===== config.mk =====
export PLATFORM = sky130hd
export DESIGN_NAME = lhp_port
export DESIGN_NICKNAME = d
export VERILOG_FILES = /design/src/lhp_port_fix.sv /design/src/lhp_pkg.sv /design/src/lhp_port.sv /design/src/lhp_fifo.sv
export SDC_FILE = /design/constraint.sdc
export NUM_CORES = 1
export LEC_CHECK = 0
export BUFFER_PORTS_ARGS = -buffer_cell sky130_fd_sc_hd__buf_2
export CAP_MARGIN = 10
export CORE_UTILIZATION = 62
export DETAILED_ROUTE_END_ITERATION = 8
export GPL_ROUTABILITY_DRIVEN = 0
export HOLD_SLACK_MARGIN = 0.15
export PLACE_DENSITY = 0.84
export SLEW_MARGIN = 30
export SYNTH_ARGS = -nofsm -noshare
export SYNTH_HDL_FRONTEND = slang
export SYNTH_SLANG_ARGS = --single-unit

===== constraint.sdc =====
create_clock -name ref_clk -period 7.6 [get_ports ref_clk]
set_clock_uncertainty 0.2 [all_clocks]
set_input_delay 1.52 -clock ref_clk [delete_from_list [all_inputs] [get_ports ref_clk]]
set_output_delay 1.52 -clock ref_clk [all_outputs]
set_load 0.1 [all_outputs]

===== src/lhp_port_fix.sv =====
`timescale 1ns/1ps


===== src/lhp_pkg.sv =====
/*
 * Constants and types for the LCD host serial/parallel port.
 * Assumes nothing of its surroundings; imported by lhp_port and lhp_fifo.
 */
package lhp_pkg;

	// ----------------------------------------------------------------
	// Widths and depths
	// ----------------------------------------------------------------
	localparam int LHP_NIB_W      = 4;
	localparam int LHP_BYTE_W     = 8;
	localparam int LHP_WORD_W     = 9;   // Command flag above the byte
	localparam int LHP_FIFO_DEPTH = 8;

	// ----------------------------------------------------------------
	// Shared data pin positions
	// ----------------------------------------------------------------
	localparam int LHP_PIN_SI   = 0;
	localparam int LHP_PIN_MODE = 1;
	localparam int LHP_PIN_AEN  = 2;
	localparam int LHP_PIN_SO   = 3;

	// ----------------------------------------------------------------
	// Counts, enables and reset values
	// ----------------------------------------------------------------
	localparam logic [2:0] LHP_CNT_PAR_LAST = 3'h1;
	localparam logic [2:0] LHP_CNT_SER_LAST = 3'h7;
	localparam logic [3:0] LHP_OE_PAR       = 4'hf;
	localparam logic [3:0] LHP_OE_SER       = 4'h8;
	localparam logic       LHP_RST_ADDR_EN  = 1'h1;

	// Interface mode latched at device reset release
	typedef enum logic {LHP_MODE_PAR, LHP_MODE_SER} lhp_mode_t;

endpackage


===== src/lhp_port.sv =====
/*
 * Host port of a dot-matrix LCD controller: nibble or serial byte link.
 * Assumes the host pins are asynchronous to ref_clk, the strobe runs far
 * slower than ref_clk, and a command decoder drains the byte FIFO.
 */
`timescale 1ns/1ps
module lhp_port
	import lhp_pkg::*;
(
	input  wire logic                  ref_clk,
	input  wire logic                  reset_n,
	input  wire logic                  dev_reset,
	input  wire logic [LHP_NIB_W-1:0]  nibble_bus_in,
	output logic      [LHP_NIB_W-1:0]  nibble_bus_out,
	output logic      [LHP_NIB_W-1:0]  nibble_bus_oe,
	input  wire logic                  nibble_strobe_n,
	input  wire logic                  chip_sel_n,
	input  wire logic                  cmd_data,
	input  wire logic                  die_addr_bit0,
	input  wire logic                  die_addr_bit1,
	output logic                       busy_n_out,
	output logic                       busy_n_oe,
	input  wire logic [1:0]            host_chip_addr,
	input  wire logic                  read_mode,
	input  wire logic [LHP_BYTE_W-1:0] tx_data,
	input  wire logic                  proc_done,
	output logic                       rx_valid,
	input  wire logic                  rx_ready,
	output logic      [LHP_WORD_W-1:0] rx_data,
	output logic                       serial_mode,
	output logic                       addr_enable
);
	typedef struct packed {
		logic [1:0]            strobe_s;
		logic [1:0]            cs_s;
		logic [1:0]            rst_s;
		logic [1:0]            cd_s;
		logic [1:0]            a0_s;
		logic [1:0]            a1_s;
		logic [LHP_NIB_W-1:0]  bus_s1;
		logic [LHP_NIB_W-1:0]  bus_s2;
		logic                  strobe_d;
		logic                  rst_d;
		lhp_mode_t             mode;
		logic                  addr_en;
		logic [2:0]            cnt;
		logic [LHP_BYTE_W-1:0] shreg;
		logic [LHP_NIB_W-1:0]  out_nib;
		logic                  busy;
		logic                  push;
		logic [LHP_WORD_W-1:0] push_word;
	} lhp_state_t;

	lhp_state_t s;
	lhp_state_t next_s;
	logic       rise;
	logic       fall;
	logic       rst_fall;
	logic       sel;
	logic       fifo_ready;

	// Address check used only by the selection logic; the checks use sel
	function automatic logic addr_ok(input logic en, input logic [1:0] pins,
		input logic [1:0] host);
		addr_ok = ~en | (pins == host);
	endfunction

	// ----------------------------------------------------------------
	// Edge detection and selection
	// ----------------------------------------------------------------
	assign rise     = s.strobe_s[1] & ~s.strobe_d;
	assign fall     = ~s.strobe_s[1] & s.strobe_d;
	assign rst_fall = s.rst_d & ~s.rst_s[1];
	assign sel      = ~s.cs_s[1] & addr_ok(s.addr_en,
		{s.a1_s[1], s.a0_s[1]}, host_chip_addr);

	// Next state: synchronisers, mode capture, shifting and busy
	always_comb begin
		next_s        = s;
		next_s.strobe_s = {s.strobe_s[0], nibble_strobe_n};
		next_s.cs_s   = {s.cs_s[0], chip_sel_n};
		next_s.rst_s  = {s.rst_s[0], dev_reset};
		next_s.cd_s   = {s.cd_s[0], cmd_data};
		next_s.a0_s   = {s.a0_s[0], die_addr_bit0};
		next_s.a1_s   = {s.a1_s[0], die_addr_bit1};
		next_s.bus_s1 = nibble_bus_in;
		next_s.bus_s2 = s.bus_s1;
		next_s.strobe_d = s.strobe_s[1];
		next_s.rst_d  = s.rst_s[1];
		next_s.push   = 1'b0;
		// Strap capture on device reset release, held afterwards
		if (rst_fall) begin
			next_s.mode = s.bus_s2[LHP_PIN_MODE] ?
				LHP_MODE_PAR : LHP_MODE_SER;
			next_s.addr_en = s.bus_s2[LHP_PIN_MODE] ?
				1'b1 : s.bus_s2[LHP_PIN_AEN];
		end
		if (s.rst_s[1] | ~sel) begin
			next_s.cnt = '0;
			if (s.rst_s[1])
				next_s.busy = 1'b0;
		end else if (!read_mode) begin
			if (rise && s.mode == LHP_MODE_PAR) begin
				if (s.cnt == '0) begin
					next_s.shreg[7:4] = s.bus_s2;
					next_s.cnt        = LHP_CNT_PAR_LAST;
				end else begin
					next_s.shreg[3:0] = s.bus_s2;
					next_s.cnt        = '0;
					next_s.push       = 1'b1;
				end
			end else if (rise) begin
				next_s.shreg = {s.shreg[6:0],
					s.bus_s2[LHP_PIN_SI]};
				next_s.cnt   = s.cnt + 3'h1;
				next_s.push  = (s.cnt == LHP_CNT_SER_LAST);
			end
		end else if (fall) begin
			if (s.mode == LHP_MODE_PAR) begin
				if (s.cnt == '0) begin
					next_s.out_nib = tx_data[7:4];
					next_s.shreg   = tx_data;
					next_s.cnt     = LHP_CNT_PAR_LAST;
				end else begin
					next_s.out_nib = s.shreg[3:0];
					next_s.cnt     = '0;
				end
			end else begin
				if (s.cnt == '0) begin
					next_s.out_nib[LHP_PIN_SO] = tx_data[7];
					next_s.shreg = {tx_data[6:0], 1'b0};
				end else begin
					next_s.out_nib[LHP_PIN_SO] = s.shreg[7];
					next_s.shreg = {s.shreg[6:0], 1'b0};
				end
				next_s.cnt = s.cnt + 3'h1;
			end
		end
		// Busy set wins over release in the same cycle
		if (next_s.push) begin
			next_s.busy      = 1'b1;
			next_s.push_word = {s.cd_s[1], next_s.shreg};
		end else if (s.busy & proc_done & fifo_ready) begin
			next_s.busy = 1'b0;
		end
	end

	// State register
	always_ff @(posedge ref_clk) begin
		if (!reset_n) begin
			s         <= '0;
			s.strobe_s <= 2'h3;
			s.cs_s     <= 2'h3;
			s.strobe_d <= 1'b1;
			s.mode    <= LHP_MODE_PAR;
			s.addr_en <= LHP_RST_ADDR_EN;
		end else begin
			s <= next_s;
		end
	end

	// ----------------------------------------------------------------
	// Pin drivers
	// ----------------------------------------------------------------
	assign busy_n_out     = ~s.busy;
	assign busy_n_oe      = sel;
	assign nibble_bus_out = s.out_nib;
	assign nibble_bus_oe  = (sel & read_mode) ?
		((s.mode == LHP_MODE_PAR) ? LHP_OE_PAR : LHP_OE_SER) : '0;
	assign serial_mode    = (s.mode == LHP_MODE_SER);
	assign addr_enable    = s.addr_en;

	// Received bytes queue for the decoder
	lhp_fifo #(.W(LHP_WORD_W), .DEPTH(LHP_FIFO_DEPTH)) u_fifo (
		.ref_clk   (ref_clk),
		.reset_n   (reset_n),
		.in_valid  (s.push),
		.in_ready  (fifo_ready),
		.in_data   (s.push_word),
		.out_valid (rx_valid),
		.out_ready (rx_ready),
		.out_data  (rx_data)
	);
endmodule // lhp_port


===== src/lhp_fifo.sv =====
/*
 * Synchronous FIFO with valid/ready on both sides.
 * Assumes one clock for both sides and a synchronous active-low reset.
 */
`timescale 1ns/1ps
module lhp_fifo
	import lhp_pkg::*;
#(
	parameter int W     = LHP_WORD_W,
	parameter int DEPTH = LHP_FIFO_DEPTH
) (
	input  wire logic         ref_clk,
	input  wire logic         reset_n,
	input  wire logic         in_valid,
	output logic              in_ready,
	input  wire logic [W-1:0] in_data,
	output logic              out_valid,
	input  wire logic         out_ready,
	output logic [W-1:0]      out_data
);
	localparam int AW = $clog2(DEPTH);

	typedef struct packed {
		logic [DEPTH-1:0][W-1:0] mem;
		logic [AW-1:0]           wr_ptr;
		logic [AW-1:0]           rd_ptr;
		logic [AW:0]             count;
	} lhp_fifo_state_t;

	lhp_fifo_state_t s;
	lhp_fifo_state_t next_s;
	logic            push;
	logic            pop;

	// ----------------------------------------------------------------
	// Handshake
	// ----------------------------------------------------------------
	assign in_ready  = (s.count != (AW+1)'(DEPTH));
	assign out_valid = (s.count != '0);
	assign out_data  = s.mem[s.rd_ptr];
	assign push      = in_valid & in_ready;
	assign pop       = out_valid & out_ready;

	// Pointer and occupancy update
	always_comb begin
		next_s = s;
		if (push) begin
			next_s.mem[s.wr_ptr] = in_data;
			next_s.wr_ptr        = AW'((s.wr_ptr + 1'b1) % DEPTH);
		end
		if (pop)
			next_s.rd_ptr = AW'((s.rd_ptr + 1'b1) % DEPTH);
		if (push & ~pop)
			next_s.count = s.count + 1'b1;
		else if (pop & ~push)
			next_s.count = s.count - 1'b1;
	end

	// State register
	always_ff @(posedge ref_clk) begin
		if (!reset_n) begin
			s.wr_ptr <= '0;
			s.rd_ptr <= '0;
			s.count  <= '0;
			s.mem    <= '0;
		end else begin
			s <= next_s;
		end
	end

endmodule // lhp_fifo


* Word level (Yosys, flattened, before mapping)
Cells that the tools add are included.
Widths: inputs -> output; s select.
** Storage, ports and cells
- Bits in registers :: 132
- Input bits :: 25
- Output and inout port bits :: 22
- Logic and storage cells :: 118
** Cells by class
- $add $sub $neg :: 5
- Magnitude comparators :: 3
- Equality and inequality tests :: 4
- Muxes and demuxes :: 38
- Bitwise logic cells :: 25
- Reduce and logical (&&, ||, !) cells :: 13
** Operators with widths (count)
- $bwmux 72 :: 1
- $mux 4 :: 11
- $mux 11 :: 3
- $bmux 9 s3 :: 1
- $demux 9 s3 :: 1
- $mux 9 :: 3
- $mux 12 :: 2
- $mux 15 :: 1
- $mux 1 :: 12
- $not 1->1 :: 12
- $and 1x1->1 :: 11
- $add 3x1->3 const B :: 3
- $reduce_bool 3->1 :: 3
- $lt 3x4->1 const B :: 2
- $mux 8 :: 1
- $mux 3 :: 2
- $add 4x1->4 const B :: 1
- $ne 4x4->1 const B :: 1
- $reduce_and 2->1 :: 2
- $reduce_and 4->1 :: 1
- $reduce_bool 4->1 :: 1
- $sub 4x1->4 const B :: 1
- $eq 3x3->1 const B :: 1
- $ge 3x1->1 const B :: 1
- 8 further kinds :: 10

* Longest topological paths before layout
- Depth after elaboration :: 10
- Depth in mapped cells :: 11
- Mapped depth without buffers :: 11

* Modules after synthesis
A second synthesis with hierarchy kept.
** Second synthesis, totals
- Cell total of the unflattened synthesis :: 618
- Area, all modules :: 6288.5 um^2
** By module, submodules not included
- lhp_fifo :: times used 1, cells an instance 343, area each 3893.7 um^2, sequential area each 1641.6 um^2
- lhp_port :: times used 1, cells an instance 275, area each 2394.8 um^2, sequential area each 1001.0 um^2

* Worst setup path after synthesis
OpenSTA, ideal clock, no wires.
- Kind :: input-to-output
- Start :: input read_mode
- End :: output nibble_bus_oe[1]
- Arrival :: 5.889 ns
- Slack :: -0.009 ns
- Stages :: 5
- Path buffers :: 3
- Path through :: clkbuf_1 clkbuf_1 inv_1 nor4_1 buf_4
** On the way
- Word-level cells in the longest chain between the ends :: 2
** RTL lines
- start: declaration :: line lhp_port.sv:24 : input wire logic read_mode,
- $and 1x1->1 :: line lhp_port.sv:168 : assign nibble_bus_oe = (sel & read_mode) ?
- $mux 4 :: line lhp_port.sv:168
- end: declaration :: line lhp_port.sv:15 : output logic [LHP_NIB_W-1:0] nibble_bus_oe,
Every way passes these cells.

* Worst setup path after layout
Ends and elaborated chain as after synthesis.

==> results.cfg <==
[cts]
post-cts-setup-buffer-count = 0
cts_sinks = 132
postCtsResizedCells = 0
worstSkewPairLatency_ns = 0.52
clockRootBuffer = clkbuf_8
cts_tree = done
cts_htree_levels = 4
path_clk_slew_ns = 0.06
hold_buffers = 0
cts_buffer_depth = 2
numCtsBuffers = 17

[cells_and_area]
layout.nets = 673
fill_cells = 701
utilization = 0.724
drive_gt1_frac = 0.187
num_antenna_cells = 0
stdcell_count = 785
area_growth_pct = 12.5

[die]
rows = 36
start_util = 0.643
ios = 47
core_area_um2 = 9860
die_h_um = 103
dieArea_um2 = 10600
die_width_um = 103

[yosys]
yosys_warnings = 0
netlist_area_um2 = 6350
synth_nets = 662
ys_types = 64
synth_edf_count = 0
netlist_instances = 628
synth_area_leaders = dfxtp_1 (42%), mux2i_1 (13%), nor2b_1 (8.1%), mux4_2 (6.4%), nand2_1 (2.7%)
ys.flop_type = dfxtp_1
synth_area_per_cell_um2 = 10.1
ys_ff_latch = 132
yosys-top-cells-count = dfxtp_1 (132), mux2i_1 (84), nor2b_1 (82), nand2_1 (45), clkbuf_1 (33)
async_reset_ff_frac = 0
synth_seq_area_share = 0.416
synth_top_area_share = 0.416
yosysMostFrequentCell = dfxtp_1
synth_top_cell_by_area = dfxtp_1

[power]
p_seq_frac = 0.423
p_clk_frac = 0.478
combPwrFrac = 0.099
p_leak_nw = 2.95
peakVddDrop_uv = 259
power.switching_uw = 446
p_int_mw = 1.29
cellPowerDensity_nw_per_um2 = 243
p_sw_frac = 0.257

[sta]
setup_viol = 0
finalCritPeriodShare = 0.594
fin_hold_ws_ns = 0.214
fin_crit_ns = 4.51
max_slew_margin = 0.355
rsz0062_at_grt = no
max_freq_mhz = 222
worst_slew_pin_slew_ns = 0.963
maxSlewViolCount = 0
final_hold_viol_count = 0
setup_tns_ns = 0

[run]
drv_cap = 0

[worst_setup_path]
reg2regPathDepth = 11
cp-startpoint = read_mode
arrival_ns = 2.79
r2r_setup_slack_ns = 4.56
cp.required_ns = 5.88
r2r-end = u_fifo.s[3]
worstSetupEndpointType = output pin
critical_path.startpoint_type = input port
critical_path_class = in -> out
r2r_start = u_fifo.s[0]
path_max_fanout = 19
crit_end = nibble_bus_oe[1]

[global_routing]
grt_overflow_total = 0
antenna_found_initial = 0
grt_pass1_wl_um = 21100
track_usage = 0.266
grt_pass1_vias = 4304
grt_start_max_net_pins = 92

[route]
vias_per_cell = 5.82
drtAntennaViolNets = 0
drc_errors = 0
detail_route.wl_per_cell_um = 16.9
dr.pass1.iters = 5
drt_iter0_drc = 332
vias = 4567
routed_wl_um = 13300

[min_path]
worstHoldPathCells = 1
hp-class = reg -> reg

[place]
dp_cells = 752
io_buffer_count = 46
hpwlAfterDp_um = 8610

[run_status]
status = finished, final reports clean
-- worst max-delay path: stages --
cell    delay, ns
buf_2        0.28
inv_1        0.18
nor4_2       0.32
buf_2        0.49
-- cell usage in the layout, fill, tap and decap left out, types with 4 or more instances in the layout --
cell type	count
mux2_2	11
ha_1	8
inv_1	10
o22ai_1	4
buf_4	4
dfxtp_1	132
or4_1	4
nor2b_1	82
nor2_1	12
clkbuf_16	16
inv_6	7
a21boi_0	10
nand3_1	12
a211oi_1	6
buf_2	45
mux4_2	18
a21oi_1	12
nand2_1	45
nand2b_1	8
xnor2_1	8
o21ai_0	16
and2_1	26
mux2i_1	84
-- stage by stage --
stage,power [mW],cell area (µm²),worst slack [ns]
6_report,1.73,7140,3.09
5_1_grt,1.79,7140,2.98
4_1_cts,1.75,7130,3.08
3_5_place_dp,0.920,6520,3.09
3_3_place_gp,0.916,6520,3.15
2_1_floorplan,0.886,6350,1.34
-- cells by family after synthesis --
group	share of synthesized area
AO/OA/AOI/OAI	0.0810
XOR/XNOR	0.0124
adder cells (fa/ha/maj)	0.0189
buffers and inverters	0.0516
flip-flops	0.416
multiplexers	0.220
AND/OR/NAND/NOR	0.200
-- cell type report --
type | count | area, µm² | area share
clock buffers | 17 | 414 | 0.0580
multi-input cells | 426 | 3410 | 0.478
repair buffers | 50 | 267 | 0.0373
inverters | 12 | 45.0 | 0.00631
clock inverters | 15 | 193 | 0.0270
flip-flops and latches | 132 | 2640 | 0.370
well taps | 133 | 166 | 0.0233
-- worst min path at each step --
stage	from	endpoint	slack [ns]
final	next_s[49]	next_s[29]	0.21
after global routing	next_s[49]	next_s[29]	0.23
after CTS	next_s[49]	next_s[29]	0.22
after detailed placement	next_s[49]	next_s[29]	0.20
after global placement	next_s[49]	next_s[29]	0.19
after floorplan	next_s[49]	next_s[29]	0.19
-- state kept, by name, summed over array words and instances, names as in the netlist --
| signal | count |
|---|---|
| serial_mode | 1 |
| addr_enable | 1 |
| nibble_bus_out | 4 |
| next_s | 12 |
| s | 32 |
| u_fifo.s | 82 |
-- metal layers --
| metal | wire length (µm) | share of wire | global-route usage |
|---|---|---|---|
| met5 | 0 | 0 | 0 |
| met4 | 145 | 0.011 | 0.0953 |
| met3 | 729 | 0.055 | 0.0739 |
| met2 | 6500 | 0.49 | 0.438 |
| met1 | 5880 | 0.44 | 0.337 |
-- power by group through the flow --
| stage | Clock, mW | Combinational, mW | Sequential, mW |
|---|---|---|---|
| global placement | 0 | 0.167 | 0.749 |
| global route | 0.871 | 0.186 | 0.738 |
| floorplan | 0 | 0.153 | 0.733 |
| CTS | 0.842 | 0.172 | 0.734 |
| finish | 0.829 | 0.171 | 0.734 |
| detailed placement | 0 | 0.171 | 0.749 |
Power figures use the tool's default switching activity.
